## config.mk

```make
export PLATFORM = sky130hd
export DESIGN_NAME = bkt_regs
export DESIGN_NICKNAME = d
export VERILOG_FILES = /design/src/hw/bkt_pkg.sv /design/src/hw/bkt_caldiv.sv /design/src/hw/bkt_regs.sv /design/src/hw/bkt_sync.sv
export VERILOG_INCLUDE_DIRS = /design/src /design/src/hw
export SDC_FILE = /design/constraint.sdc
export NUM_CORES = 2
export LEC_CHECK = 0
export BUFFER_PORTS_ARGS = -buffer_cell sky130_fd_sc_hd__buf_2
export CELL_PAD_IN_SITES_DETAIL_PLACEMENT = 0
export CELL_PAD_IN_SITES_GLOBAL_PLACEMENT = 1
export CORE_MARGIN = 3
export CORE_UTILIZATION = 25
export CTS_CLUSTER_SIZE = 30
export DETAILED_ROUTE_END_ITERATION = 7
export PLACE_DENSITY = 0.46
export SYNTH_ARGS = -nofsm -noshare
export SYNTH_HDL_FRONTEND = slang
export SYNTH_SLANG_ARGS = --single-unit
```

## constraint.sdc

```tcl
create_clock -name clk_i -period 3.7 [get_ports clk_i]
set_input_delay 0.185 -clock clk_i [delete_from_list [all_inputs] [get_ports clk_i]]
set_output_delay 0.185 -clock clk_i [all_outputs]
set_load 0.02 [all_outputs]
```

## src/hw/bkt_map.svh

```systemverilog
// register offsets, field positions and reset values of the backup-domain register block
// assumes byte addressing with one 16-bit register per aligned 32-bit word
`ifndef BKT_MAP_SVH
`define BKT_MAP_SVH
`define BKT_DATA_LO_FIRST 8'h04
`define BKT_DATA_LO_LAST 8'h28
`define BKT_DATA_HI_FIRST 8'h40
`define BKT_DATA_HI_LAST 8'hBC
`define BKT_OFF_OCTL 8'h2C
`define BKT_OFF_TPCTL 8'h30
`define BKT_OFF_TPCS 8'h34
`define BKT_OFF_WEN 8'hC0
`define BKT_OFF_IRQ_STAT 8'hC4
`define BKT_OFF_IRQ_EN 8'hC8
`define BKT_OFF_IRQ_CLR 8'hCC
`define BKT_DATA_WORDS 42
`define BKT_DATA_LO_WORDS 10
`define BKT_OCTL_CAL_LSB 0
`define BKT_OCTL_CAL_CLOCK_OUT_ENABLE 7
`define BKT_OCTL_RTC_PULSE_OUT_ENABLE 8
`define BKT_OCTL_RTC_OUT_SELECT 9
`define BKT_TPCTL_EN 0
`define BKT_TPCTL_AL 1
`define BKT_TPCS_TER 0
`define BKT_TPCS_TIR 1
`define BKT_TPCS_TAMPER_IRQ_ENABLE 2
`define BKT_TPCS_TEF 8
`define BKT_TPCS_TIF 9
`define BKT_CAL_DIV_HALF 5'h1F
`define BKT_RESET_WORD 16'h0000
`endif

```

## src/hw/bkt_pkg.sv

```systemverilog
// types shared by the backup-domain register block
// assumes bkt_map.svh supplies the numeric constants
package bkt_pkg;
	typedef logic [7:0] bkt_addr_t;
	typedef logic [15:0] bkt_word_t;
endpackage

```

## src/hw/bkt_caldiv.sv

```systemverilog
// divide-by-64 of the rtc clock level for the calibration output
// assumes rtc_lvl_i is already synchronised and far slower than clk_i
`timescale 1ns/1ps
`include "bkt_map.svh"
module bkt_caldiv (
	// clock and reset
	input wire logic clk_i,
	input wire logic srst_i,
	// rtc clock level and divided output
	input wire logic rtc_lvl_i,
	output logic div_o
);
	typedef struct packed {
		logic last;
		logic [4:0] cnt;
		logic out;
	} bkt_caldiv_s;
	bkt_caldiv_s state_reg;
	bkt_caldiv_s state_next;

	// toggle the output every 32 rising rtc edges
	always_comb begin
		state_next = state_reg;
		state_next.last = rtc_lvl_i;
		if (rtc_lvl_i && !state_reg.last) begin
			state_next.cnt = state_reg.cnt + 5'h01;
			if (state_reg.cnt == `BKT_CAL_DIV_HALF) begin
				state_next.out = !state_reg.out;
			end
		end
		if (srst_i) begin
			state_next = '0;
		end
	end

	always_ff @(posedge clk_i) begin
		state_reg <= state_next;
	end

	assign div_o = state_reg.out;
endmodule

```

## src/hw/bkt_regs.sv

```systemverilog
// backup-domain register block: data words, rtc output control, tamper detection
// assumes a plain strobe bus on clk_i; pins and rtc signals are asynchronous
// Overview of operation
// - writes to the block other than the write enable register are ignored until the write enable is set
// - forty-two 16-bit data words survive standby, system and power reset
// - data words sit at 0x04..0x28 and 0x40..0xBC, four bytes apart
// - calibration output enable drives tamper pin with rtc clock divided by 64
// - pulse output enable overrides the calibration output on the tamper pin
// - output select picks alarm pulse at 0, second pulse at 1
// - 7-bit calibration value counts pulses dropped or added per 2^20
// - output control except bit 7 clears on backup reset; bit 7 clears on power reset
// - active level bit 0 means pin active high, 1 active low
// - enabled detection owns the pin and active level clears data words
// - edge detection is gated by the enable; set level before enable
// - pin already active when enabled still gives one tamper event
// - event flag bit 8 set by tamper, cleared by writing bit 0
// - interrupt flag bit 9 clears by bit 1 write or enable low
// - interrupt enable and status register clear on system reset and wake-up
//
// Implementation choice: the plain strobed port.
`timescale 1ns/1ps
`include "bkt_map.svh"
module bkt_regs (
	// clock and resets
	input wire logic clk_i,
	input wire logic srst_i,
	input wire logic bkp_rst_i,
	input wire logic power_on_off_reset_i,
	input wire logic standby_wake_i,
	// register bus
	input wire bkt_pkg::bkt_addr_t addr_i,
	input wire bkt_pkg::bkt_word_t wdata_i,
	input wire logic wr_i,
	input wire logic rd_i,
	output bkt_pkg::bkt_word_t rdata_o,
	// rtc sources
	input wire logic rtc_clk_i,
	input wire logic rtc_alarm_i,
	input wire logic rtc_second_i,
	// tamper pin
	input wire logic tamper_pin_i,
	output logic tamper_pin_o,
	output logic tamper_pin_oe_o,
	// interrupt
	output logic irq_o
);
	import bkt_pkg::*;

	typedef struct packed {
		logic [`BKT_DATA_WORDS-1:0][15:0] data;
		logic [6:0] cal;
		logic cal_clock_out_enable;
		logic rtc_pulse_out_enable;
		logic rtc_out_select;
		logic tp_en;
		logic tp_al;
		logic tamper_irq_enable;
		logic tamper_event_flag;
		logic tamper_irq_flag;
		logic wen;
		logic [1:0] ist;
		logic [1:0] ien;
		logic act_last;
		bkt_word_t rdata;
		logic pin_o;
		logic pin_oe;
		logic irq;
	} bkt_regs_s;

	bkt_regs_s state_reg;
	bkt_regs_s state_next;
	logic tamper_sync;
	logic rtc_sync;
	logic alarm_sync;
	logic second_sync;
	logic cal_div;
	logic tamper_act;
	logic tamper_event;

	// map a byte address to a data word index, or -1 if not a data word
	function automatic int data_index(input bkt_addr_t a);
		if (a[1:0] != 2'b00) begin
			return -1;
		end
		if (a >= `BKT_DATA_LO_FIRST && a <= `BKT_DATA_LO_LAST) begin
			return int'(a[7:2]) - 1;
		end
		if (a >= `BKT_DATA_HI_FIRST && a <= `BKT_DATA_HI_LAST) begin
			return int'(a[7:2]) - 16 + `BKT_DATA_LO_WORDS;
		end
		return -1;
	endfunction

	// pin and rtc inputs cross into clk_i
	bkt_sync u_sync_tamper (.clk_i(clk_i), .srst_i(srst_i), .async_i(tamper_pin_i), .sync_o(tamper_sync));
	bkt_sync u_sync_rtc (.clk_i(clk_i), .srst_i(srst_i), .async_i(rtc_clk_i), .sync_o(rtc_sync));
	bkt_sync u_sync_alarm (.clk_i(clk_i), .srst_i(srst_i), .async_i(rtc_alarm_i), .sync_o(alarm_sync));
	bkt_sync u_sync_second (.clk_i(clk_i), .srst_i(srst_i), .async_i(rtc_second_i), .sync_o(second_sync));

	// rtc clock divided by 64 for the calibration output
	bkt_caldiv u_caldiv (.clk_i(clk_i), .srst_i(bkp_rst_i), .rtc_lvl_i(rtc_sync), .div_o(cal_div));

	// active level and gated edge detection; last level starts low on enable
	assign tamper_act = tamper_sync ^ state_reg.tp_al;
	assign tamper_event = state_reg.tp_en && tamper_act && !state_reg.act_last;

	// next-state logic for the whole block
	always_comb begin
		int idx;
		logic wok;
		idx = data_index(addr_i);
		wok = wr_i && state_reg.wen;
		state_next = state_reg;
		state_next.act_last = state_reg.tp_en ? tamper_act : 1'b0;
		state_next.rdata = '0;
		// write enable register is always writable so software can open the gate
		if (wr_i && addr_i == `BKT_OFF_WEN) begin
			state_next.wen = wdata_i[0];
		end
		if (wok && idx >= 0) begin
			state_next.data[idx] = wdata_i;
		end
		if (wok && addr_i == `BKT_OFF_OCTL) begin
			state_next.cal = wdata_i[`BKT_OCTL_CAL_LSB +: 7];
			state_next.cal_clock_out_enable = wdata_i[`BKT_OCTL_CAL_CLOCK_OUT_ENABLE];
			state_next.rtc_pulse_out_enable = wdata_i[`BKT_OCTL_RTC_PULSE_OUT_ENABLE];
			state_next.rtc_out_select = wdata_i[`BKT_OCTL_RTC_OUT_SELECT];
		end
		if (wok && addr_i == `BKT_OFF_TPCTL) begin
			state_next.tp_en = wdata_i[`BKT_TPCTL_EN];
			state_next.tp_al = wdata_i[`BKT_TPCTL_AL];
		end
		if (wok && addr_i == `BKT_OFF_TPCS) begin
			state_next.tamper_irq_enable = wdata_i[`BKT_TPCS_TAMPER_IRQ_ENABLE];
			if (wdata_i[`BKT_TPCS_TER]) begin
				state_next.tamper_event_flag = 1'b0;
			end
			if (wdata_i[`BKT_TPCS_TIR]) begin
				state_next.tamper_irq_flag = 1'b0;
			end
		end
		if (wok && addr_i == `BKT_OFF_IRQ_EN) begin
			state_next.ien = wdata_i[1:0];
		end
		if (wok && addr_i == `BKT_OFF_IRQ_CLR) begin
			state_next.ist = state_reg.ist & ~wdata_i[1:0];
		end
		if (!state_next.tamper_irq_enable) begin
			state_next.tamper_irq_flag = 1'b0;
		end
		// tamper event: set wins over clear, wipe data words
		if (tamper_event) begin
			state_next.tamper_event_flag = 1'b1;
			state_next.ist[0] = 1'b1;
			// an enable written low in this cycle keeps the interrupt flag clear
			if (state_next.tamper_irq_enable) begin
				state_next.tamper_irq_flag = 1'b1;
				state_next.ist[1] = 1'b1;
			end
		end
		if (state_reg.tp_en && tamper_act) begin
			state_next.data = '0;
		end
		// read data, one cycle after the strobe
		if (rd_i) begin
			if (idx >= 0) begin
				state_next.rdata = state_reg.data[idx];
			end else begin
				unique case (addr_i)
					`BKT_OFF_OCTL: state_next.rdata = {6'h00, state_reg.rtc_out_select, state_reg.rtc_pulse_out_enable,
						state_reg.cal_clock_out_enable, state_reg.cal};
					`BKT_OFF_TPCTL: state_next.rdata = {14'h0000, state_reg.tp_al, state_reg.tp_en};
					`BKT_OFF_TPCS: state_next.rdata = {6'h00, state_reg.tamper_irq_flag, state_reg.tamper_event_flag, 5'h00,
						state_reg.tamper_irq_enable, 2'b00};
					`BKT_OFF_WEN: state_next.rdata = {15'h0000, state_reg.wen};
					`BKT_OFF_IRQ_STAT: state_next.rdata = {14'h0000, state_reg.ist};
					`BKT_OFF_IRQ_EN: state_next.rdata = {14'h0000, state_reg.ien};
					default: state_next.rdata = `BKT_RESET_WORD;
				endcase
			end
		end
		// tamper pin output mux; detection owns the pin when enabled
		state_next.pin_oe = !state_next.tp_en && (state_next.rtc_pulse_out_enable || state_next.cal_clock_out_enable);
		if (state_next.rtc_pulse_out_enable) begin
			state_next.pin_o = state_next.rtc_out_select ? second_sync : alarm_sync;
		end else begin
			state_next.pin_o = state_next.cal_clock_out_enable && cal_div;
		end
		state_next.irq = |(state_next.ist & state_next.ien) || state_next.tamper_irq_flag;
		// resets by domain; data words are kept on all but the backup reset
		if (srst_i || standby_wake_i) begin
			state_next.tamper_irq_enable = 1'b0;
			state_next.tamper_event_flag = 1'b0;
			state_next.tamper_irq_flag = 1'b0;
			state_next.wen = 1'b0;
			state_next.ist = '0;
			state_next.ien = '0;
			state_next.rdata = '0;
			state_next.irq = 1'b0;
			state_next.act_last = 1'b0;
		end
		if (power_on_off_reset_i) begin
			state_next.cal_clock_out_enable = 1'b0;
		end
		if (bkp_rst_i) begin
			state_next.data = '0;
			state_next.cal = '0;
			state_next.rtc_pulse_out_enable = 1'b0;
			state_next.rtc_out_select = 1'b0;
			state_next.tp_en = 1'b0;
			state_next.tp_al = 1'b0;
			state_next.pin_o = 1'b0;
			state_next.pin_oe = 1'b0;
		end
	end

	always_ff @(posedge clk_i) begin
		state_reg <= state_next;
	end

	assign rdata_o = state_reg.rdata;
	assign tamper_pin_o = state_reg.pin_o;
	assign tamper_pin_oe_o = state_reg.pin_oe;
	assign irq_o = state_reg.irq;

	// checks on the block's own behaviour
	AST_WRITE_GATED: assert property (@(posedge clk_i) disable iff (srst_i || bkp_rst_i)
		wr_i && !state_reg.wen && addr_i == `BKT_OFF_TPCTL |=> $stable(state_reg.tp_en))
		else $error("write taken while write enable low");
	AST_EVENT_SETS_FLAG: assert property (@(posedge clk_i) disable iff (srst_i || standby_wake_i)
		tamper_event |=> state_reg.tamper_event_flag)
		else $error("tamper event did not set event flag");
	AST_TIF_NEEDS_IE: assert property (@(posedge clk_i) disable iff (srst_i)
		!state_reg.tamper_irq_enable |-> !state_reg.tamper_irq_flag)
		else $error("interrupt flag set with enable low");
	AST_IRQ_FOLLOWS_TIF: assert property (@(posedge clk_i) disable iff (srst_i)
		state_reg.tamper_irq_flag |-> irq_o)
		else $error("interrupt request missing while flag set");
	AST_DATA_WIPE: assert property (@(posedge clk_i) disable iff (srst_i || bkp_rst_i)
		state_reg.tp_en && tamper_act |=> state_reg.data == '0)
		else $error("data words kept after active tamper level");
	AST_ONE_EVENT: assert property (@(posedge clk_i) disable iff (srst_i)
		tamper_event |=> !tamper_event)
		else $error("two tamper events back to back");
	AST_RTC_PULSE_OUT_ENABLE_PRIO: assert property (@(posedge clk_i) disable iff (srst_i || bkp_rst_i)
		state_reg.rtc_pulse_out_enable && !state_reg.tp_en |-> tamper_pin_oe_o)
		else $error("pulse output not driven");
	AST_TPCS_RD: assert property (@(posedge clk_i) disable iff (srst_i)
		rd_i && addr_i == `BKT_OFF_TPCS |=> rdata_o[1:0] == 2'b00)
		else $error("clear bits read nonzero");
	AST_IE_RESET: assert property (@(posedge clk_i) srst_i |=> !state_reg.tamper_irq_enable)
		else $error("interrupt enable survived system reset");
	AST_PRESENT_ON_ENABLE: assert property (@(posedge clk_i) disable iff (srst_i)
		$rose(state_reg.tp_en) && tamper_act |-> tamper_event)
		else $error("already active pin gave no event");
	AST_TP_OWNS_PIN: assert property (@(posedge clk_i) disable iff (srst_i)
		state_reg.tp_en |-> !tamper_pin_oe_o)
		else $error("pin driven while tamper detection enabled");
	AST_WEN_RESET: assert property (@(posedge clk_i) srst_i || standby_wake_i |=> !state_reg.wen)
		else $error("write enable survived reset");
	AST_CAL_CLOCK_OUT_ENABLE_POR: assert property (@(posedge clk_i) power_on_off_reset_i |=> !state_reg.cal_clock_out_enable)
		else $error("calibration output enable survived power reset");
	COV_TAMPER: cover property (@(posedge clk_i) tamper_event);
	COV_IRQ: cover property (@(posedge clk_i) $rose(irq_o));
	COV_PULSE_OUT: cover property (@(posedge clk_i) state_reg.rtc_pulse_out_enable && tamper_pin_oe_o);
	COV_CAL_OUT: cover property (@(posedge clk_i) state_reg.cal_clock_out_enable && !state_reg.rtc_pulse_out_enable && tamper_pin_o);
	COV_WIPE: cover property (@(posedge clk_i) state_reg.tp_en && tamper_act && |state_reg.data);
endmodule

```

## src/hw/bkt_sync.sv

```systemverilog
// two flip-flop synchroniser for one level from outside the clock domain
// assumes the input may change at any time relative to clk_i
`timescale 1ns/1ps
module bkt_sync (
	// clock and reset
	input wire logic clk_i,
	input wire logic srst_i,
	// level in and out
	input wire logic async_i,
	output logic sync_o
);
	typedef struct packed {
		logic first;
		logic second;
	} bkt_sync_s;
	bkt_sync_s state_reg;
	bkt_sync_s state_next;

	// shift the level through two stages
	always_comb begin
		state_next.first = async_i;
		state_next.second = state_reg.first;
		if (srst_i) begin
			state_next = '0;
		end
	end

	always_ff @(posedge clk_i) begin
		state_reg <= state_next;
	end

	assign sync_o = state_reg.second;
endmodule

```

---- Yosys cells after proc, flatten, opt, wreduce, memory -nomap -nowiden ----
Cells that the tools add are included.
storage, ports and cells
  output and inout bits ................... 19
  bits in read-only memories .............. 0
  logic and storage cells ................. 161
  memories ................................ 0
  register bits ........................... 727
  bits in latches ......................... 0
  memory bits (writable) .................. 0
  input bits .............................. 35
cells by class
  $add $sub $neg .......................... 4
  equal/unequal tests ..................... 8
  bitwise logic cells ..................... 6
  div/mod/pow operators ................... 0
  reduce and logical (&&, ||, !) cells .... 32
  multiply operators ...................... 0
  magnitude comparators ................... 7
  shift-type cells ........................ 0
  multiplexer cells ....................... 34
operators by type and width
  kind                 number
  $bwmux 672           1
  $mux 32              6
  $bmux 16 s6          1
  $demux 16 s6         1
  $ge 32x1->1 const B  2
  $mux 16              4
  $pmux 10 s6          1
  $eq 8x8->1 const B   4
  $lt 32x8->1 const B  1
  $eq 8x6->1 const B   3
  $logic_and 1x1->1    16
  $mux 1               13
  $mux 2               5
  $add 7x5->8 const B  1
  $ge 8x3->1 const B   1
  $ge 8x7->1 const B   1
  $le 8x6->1 const B   1
  $le 8x8->1 const B   1
  $reduce_or 2->1      4
  $sub 6x1->7 const B  1
  $sub 6x5->7 const B  1
  $mux 3               2
  $reduce_bool 2->1    3
  $add 5x1->5 const B  1
  other kinds (8)      16

---- Logic depth before layout (Yosys ltp) ----
  depth after elaboration ................. 14
  gate-level depth with buffers ........... 17

---- Modules after synthesis ----
From an unflattened synthesis, not the netlist that was laid out.
unflattened totals
  cells, all modules ...................... 4305
  area total of the unflattened synthesis .. 32232.2 sq um
by module, submodules not included
  module      seq. area each (sq um)  cells an instance  area an instance (sq um)  instances
  bkt_regs    14253.7                 4261               31727.9                   1
  bkt_caldiv  140.1                   28                 294.0                     1
  bkt_sync    40.0                    4                  52.6                      4

---- Worst setup path after synthesis ----
OpenSTA, ideal clock, no wires.
  kind .................................... input to register
  start ................................... in addr_i[2]
  end ..................................... reg state_reg[559] (netlist name)
  data required time ...................... 3.572 ns
  setup slack ............................. 0.371 ns
  library setup time ...................... 0.128 ns
  stages on the path ...................... 13
  arrival ................................. 3.201 ns
  buffers on the path ..................... 2
  cells stage by stage .................... inv_1 > ha_1 > or3b_1 > nor3_2 > a21oi_1 > o311ai_2 > nand4_1 > nand2b_4 > buf_2 > nor4_4 > buf_4 > mux2i_1 > nor2_1
between the ends
  longest elaborated chain between the ends .. 13
  elaborated cells on any way between the ends .. 27
RTL lines
  element                                              RTL line                          RTL
  from (decl)                                          bkt_regs.sv:31                    input wire bkt_pkg::bkt_addr_t addr_i,
  branches (longest 6 deep; another with $add 7x5->8)  --
  $mux 32 (*)                                          bkt_regs.sv:88                    if (a >= `BKT_DATA_HI_FIRST && a <= `BKT_DATA_HI_LAST) begin
  $mux 32 (*)                                          bkt_regs.sv:85                    if (a >= `BKT_DATA_LO_FIRST && a <= `BKT_DATA_LO_LAST) begin
  $ge 32x1->1 or $lt 32x8->1 (tied branches)           bkt_regs.sv:120, bkt_regs.sv:121
  $logic_and 1x1->1 (not written as such)              bkt_regs.sv:121                   state_next.data[idx] = wdata_i;
  $mux 16 (not written as such)                        bkt_regs.sv:121
  $demux 16 s6                                         bkt_regs.sv:121
  $bwmux 672                                           bkt_regs.sv:121
  to (signal assigned)                                 bkt_regs.sv:218                   state_reg <= state_next;
  to (decl)                                            bkt_regs.sv:70                    bkt_regs_s state_reg;
Mark *: on every way between the ends. The select of a mux whose other input is x is not followed.
A chain may end at the register's enable or synchronous reset.

---- Worst setup path after layout ----
  start ................................... in addr_i[3]
  end ..................................... reg state_reg, in the netlist rdata_o[1]
between the ends
  longest elaborated chain between the ends .. 12
  elaborated cells on any way between the ends .. 31
RTL lines
  element                                               RTL line         RTL
  branches (longest 11 deep; another with $ge 32x1->1)  --
  $mux 16 (*)                                           bkt_regs.sv:166  if (idx >= 0) begin
Marked as above.

==> run_summary.xml <==
<?xml version="1.0" encoding="UTF-8"?>
<metrics>
  <group name="route">
    <metric name="wirelength" unit="um">172600</metric>
    <metric name="drc" unit="">0</metric>
    <metric name="dr.first_iter.drc_count" unit="">2934</metric>
    <metric name="num_vias" unit="">33060</metric>
    <metric name="detail-route-antenna-nets" unit="">0</metric>
    <metric name="dr.pass1.iters" unit="">6</metric>
    <metric name="avgViaCountPerCell" unit="">5.166</metric>
    <metric name="route.detailed.wl_per_inst" unit="um">26.98</metric>
  </group>
  <group name="worst_setup_path">
    <metric name="required" unit="ps">4180</metric>
    <metric name="worst_path_largest_cell_delay" unit="ps">960</metric>
    <metric name="buffers_and_inverters_on_the_worst_path" unit="">6</metric>
    <metric name="crit_arrival" unit="ps">4140</metric>
    <metric name="critPathSlowestCell" unit="">o21ai_0</metric>
    <metric name="largest_fanout_on_the_critical_path" unit="">24</metric>
    <metric name="start_to_end_type_of_the_worst_setup_path" unit="">in -&gt; reg</metric>
    <metric name="critPathTopFamily" unit="">compound AO/OA/AOI/OAI gates</metric>
    <metric name="cp_capture_type" unit="">flip-flop</metric>
    <metric name="worstPathCellList" unit="">buf_2 &gt; inv_1 &gt; ha_1 &gt; buf_4 &gt; nor3b_1 &gt; nand2b_1 &gt; a211oi_1 &gt; o211ai_1 &gt; buf_12 &gt; buf_12 &gt; buf_4 &gt; nand2_1 &gt; a21oi_1 &gt; a21oi_1 &gt; a22oi_1 &gt; o21ai_0 &gt; a31oi_1</metric>
    <metric name="timing.critical_path.from_type" unit="">primary input</metric>
  </group>
  <group name="global_routing">
    <metric name="antenna_violations_before_repair" unit="">5</metric>
    <metric name="pin_count_of_the_biggest_net_entering_global_routing" unit="">106</metric>
    <metric name="number_of_global_route_vias_before_repair" unit="">32100</metric>
    <metric name="grt_first_pass_wirelength" unit="um">246800</metric>
    <metric name="grt_use_total" unit="%">24.67</metric>
    <metric name="grt_remaining_overflow" unit="">0</metric>
  </group>
  <group name="sta">
    <metric name="final_period_minus_worst_setup_slack" unit="ps">3664</metric>
    <metric name="report.final.setup_viol" unit="">0</metric>
    <metric name="final_hold_viol_count" unit="">0</metric>
    <metric name="post_route_clock_period_utilization" unit="%">99.03</metric>
    <metric name="finalClockSkew" unit="ps">35.15</metric>
    <metric name="slew_headroom" unit="%">17.17</metric>
    <metric name="report.final.slew_viol_count" unit="">0</metric>
    <metric name="rsz_0062_raised_after_global_routing" unit="">no</metric>
    <metric name="timing_worst_slew_pin_value" unit="ps">1229</metric>
    <metric name="post-route-worst-setup-slack" unit="ps">35.93</metric>
    <metric name="max_clock_freq" unit="GHz">0.2729</metric>
  </group>
  <group name="logic_synthesis">
    <metric name="number_of_synthesized_register_bits" unit="">727</metric>
    <metric name="synth_area_leaders" unit="">dfxtp_1 44%, nand2_1 11%, a21oi_1 10%</metric>
    <metric name="average_cell_area_after_synthesis" unit="um2">7.723</metric>
    <metric name="number_of_flops_mapped_to_enable_cells_by_yosys" unit="">0</metric>
    <metric name="cell_area_after_synthesis" unit="um2">33080</metric>
    <metric name="yosysUniqueCellTypes" unit="">78</metric>
    <metric name="synth_most_common_cell" unit="">nand2_1</metric>
    <metric name="synth_top_flop_cell" unit="">dfxtp_1</metric>
    <metric name="yosys_warning_count" unit="">0</metric>
    <metric name="fraction_of_registers_with_async_set_or_reset_after_synthesis" unit="%">0</metric>
    <metric name="synthCells" unit="">4283</metric>
    <metric name="synthesized_netlist_net_count" unit="">4331</metric>
    <metric name="yosysSeqAreaShare" unit="%">44.00</metric>
    <metric name="ranking_of_synthesized_cells_by_instance_count" unit="">938 x nand2_1, 727 x dfxtp_1, 676 x a21oi_1</metric>
    <metric name="synth.largest_area_cell" unit="">dfxtp_1</metric>
    <metric name="synth_top_area_share" unit="%">44.00</metric>
  </group>
  <group name="floorplanning">
    <metric name="fp.dieArea" unit="um2">136700</metric>
    <metric name="io-pin-count" unit="">54</metric>
    <metric name="floorplan_die_width" unit="um">369.7</metric>
    <metric name="initial_utilization" unit="%">25.35</metric>
    <metric name="core_region_area" unit="um2">130500</metric>
    <metric name="floorplan_die_height" unit="um">369.7</metric>
    <metric name="placement_rows" unit="">132</metric>
  </group>
  <group name="power">
    <metric name="power_frac_comb" unit="%">8.2</metric>
    <metric name="power.density_cell_area" unit="nW/um2">439.5</metric>
    <metric name="cellInternalPower" unit="mW">13.90</metric>
    <metric name="total_switching_power" unit="mW">4.928</metric>
    <metric name="swShare" unit="%">26.18</metric>
    <metric name="share_of_total_power_in_the_clock_network" unit="%">50.2</metric>
    <metric name="power.leakage" unit="nW">14.46</metric>
    <metric name="power_frac_seq" unit="%">41.6</metric>
    <metric name="peakVddDrop" unit="uV">306.7</metric>
  </group>
  <group name="finish">
    <metric name="largest_reg_flops" unit="">693</metric>
    <metric name="flow.area_growth_from_synthesis" unit="%">29.49</metric>
    <metric name="final.fill_count" unit="">14030</metric>
    <metric name="layout-drive-gt1-share" unit="%">18.15</metric>
    <metric name="finalNetCount" unit="">4628</metric>
    <metric name="post_layout_nonfiller_instances" unit="">6400</metric>
  </group>
  <group name="placement">
    <metric name="worst_slack_placed" unit="ps">-841.9</metric>
    <metric name="portBuffers" unit="">53</metric>
    <metric name="dp.final_hpwl" unit="um">118400</metric>
    <metric name="post-place-cells" unit="">6209</metric>
    <metric name="gp_congestion" unit="">0.8353</metric>
  </group>
  <group name="clock_network">
    <metric name="clkTransAtPathRegs" unit="ps">60</metric>
    <metric name="cts-root-buf" unit="">clkbuf_16</metric>
    <metric name="cts_sinks" unit="">727</metric>
    <metric name="cts-buffers-inserted" unit="">92</metric>
    <metric name="clock_path_buffers" unit="">3</metric>
    <metric name="insertion_delay" unit="ps">690</metric>
    <metric name="tritoncts_clock_tree" unit="">yes</metric>
    <metric name="htree_num_levels" unit="">3</metric>
  </group>
  <group name="job">
    <metric name="maxCapViolCount" unit="">0</metric>
  </group>
  <group name="outcome">
    <metric name="run_status" unit="">completed</metric>
  </group>
  <group name="hold_path">
    <metric name="min-delay-path-class" unit="">in -&gt; reg</metric>
  </group>
</metrics>
worst register-to-register path, cell delays in order (launching register included):
cell,delay [ps]
dfxtp_1,410
nand2_1,180
or3_2,530
buf_12,200
nor3_4,420
buf_12,210
nand2_1,150
buf_12,180
nand2_1,70
a21oi_1,60
worst paths after layout:
| path | startpoint | endpoint | slack (ps) | cells after the start |
|---|---|---|---|---|
| setup / recovery | addr_i[3] | rdata_o[1] | 40 | 17 |
| hold / removal | wdata_i[7] | state_reg[32] | 50 | 3 |
| setup reg to reg | state_reg[24] | state_reg[132] | 1160 | 9 |
| hold reg to reg | u_sync_alarm.state_reg[1] | u_sync_alarm.sync_o | 440 | 1 |
layout make-up:
type                    count  area, um2  share of cell area (%)
clock inverters            33      405.4                  0.9464
inverters                  10      37.54                 0.08763
repair buffers            650       6251                   14.59
well taps                1742       2180                   5.089
diodes                      2      5.005                 0.01168
flip-flops and latches    727      14550                   33.98
clock buffers             137       2695                   6.292
multi-input cells        3099      16710                   39.00
repair_timing:
action | CTS | global route
setup buffers | 0 | 0
hold buffers | 19 | 0
cloned | 0 | 0
gates resized for setup | 1 | 6
hold endpoints to repair | 58 | 0
endpoints found under the setup margin | 1 | 3
through the flow:
stage	TNS, ps	area [um2]	util (%)	total power [mW]	hold slack (ps)
5_1_grt	0	42830	32.83	19.38	56.31
3_5_place_dp	-7500	39500	30.28	9.537	349.5
2_1_floorplan	0	33080	-	8.597	256.6
4_1_cts	0	42800	32.80	19.04	22.74
3_3_place_gp	-11690	39500	30.28	9.549	346.2
6_report	0	42830	32.83	18.83	49.17
logic make-up after synthesis:
group | share of synthesized area, %
adders and majority gates | 0.4917
muxes | 7.134
and+or+nand+nor | 24.50
AOI/OAI and AO/OA | 17.50
buffers and inverters | 6.116
DFF | 44.00
xor gates and xnor gates | 0.2648
layout by cell type (no fill, tap or decap), drive strengths merged, types with 14 or more instances in the layout:
| cell | synthesis | final |
|---|---|---|
| nor4 | 14 | 14 |
| o211ai | 14 | 14 |
| nand2 | 940 | 940 |
| nor2 | 199 | 199 |
| dlygate4sd3 | 0 | 19 |
| and3 | 16 | 16 |
| a221oi | 17 | 17 |
| nand3 | 584 | 584 |
| dfxtp | 727 | 727 |
| o22ai | 31 | 31 |
| o21ai | 61 | 61 |
| a21oi | 677 | 677 |
| a31oi | 30 | 30 |
| a22oi | 26 | 26 |
| clkinv | 0 | 19 |
| mux2 | 14 | 14 |
| nor3 | 33 | 33 |
| mux2i | 220 | 220 |
| a211oi | 20 | 20 |
| nor2b | 15 | 15 |
| buf | 168 | 631 |
| a22o | 22 | 22 |
| clkbuf | 279 | 137 |
per-layer routing:
| layer | global-route usage, % | share of wire, % | routed length, um | vias up |
|---|---|---|---|---|
| met5 | 0 | 0.012 | 20 | - |
| met4 | 5.951 | 2.4 | 4209 | 4 |
| met3 | 2.949 | 4.5 | 7831 | 196 |
| met2 | 40.55 | 46 | 80140 | 898 |
| met1 | 34.29 | 47 | 80440 | 16480 |
| li1 | - | - | - | 15480 |
power groups by stage:
| stage | Clock [mW] | Combinational (mW) | Sequential, mW |
|---|---|---|---|
| 2_1_floorplan | 0 | 0.589 | 8.01 |
| 3_3_place_gp | 0 | 1.54 | 8.01 |
| 3_5_place_dp | 0 | 1.53 | 8.01 |
| 4_1_cts | 9.66 | 1.55 | 7.84 |
| 5_1_grt | 9.94 | 1.60 | 7.83 |
| 6_report | 9.44 | 1.55 | 7.84 |
No activity file was read; power rests on OpenSTA's default activity.
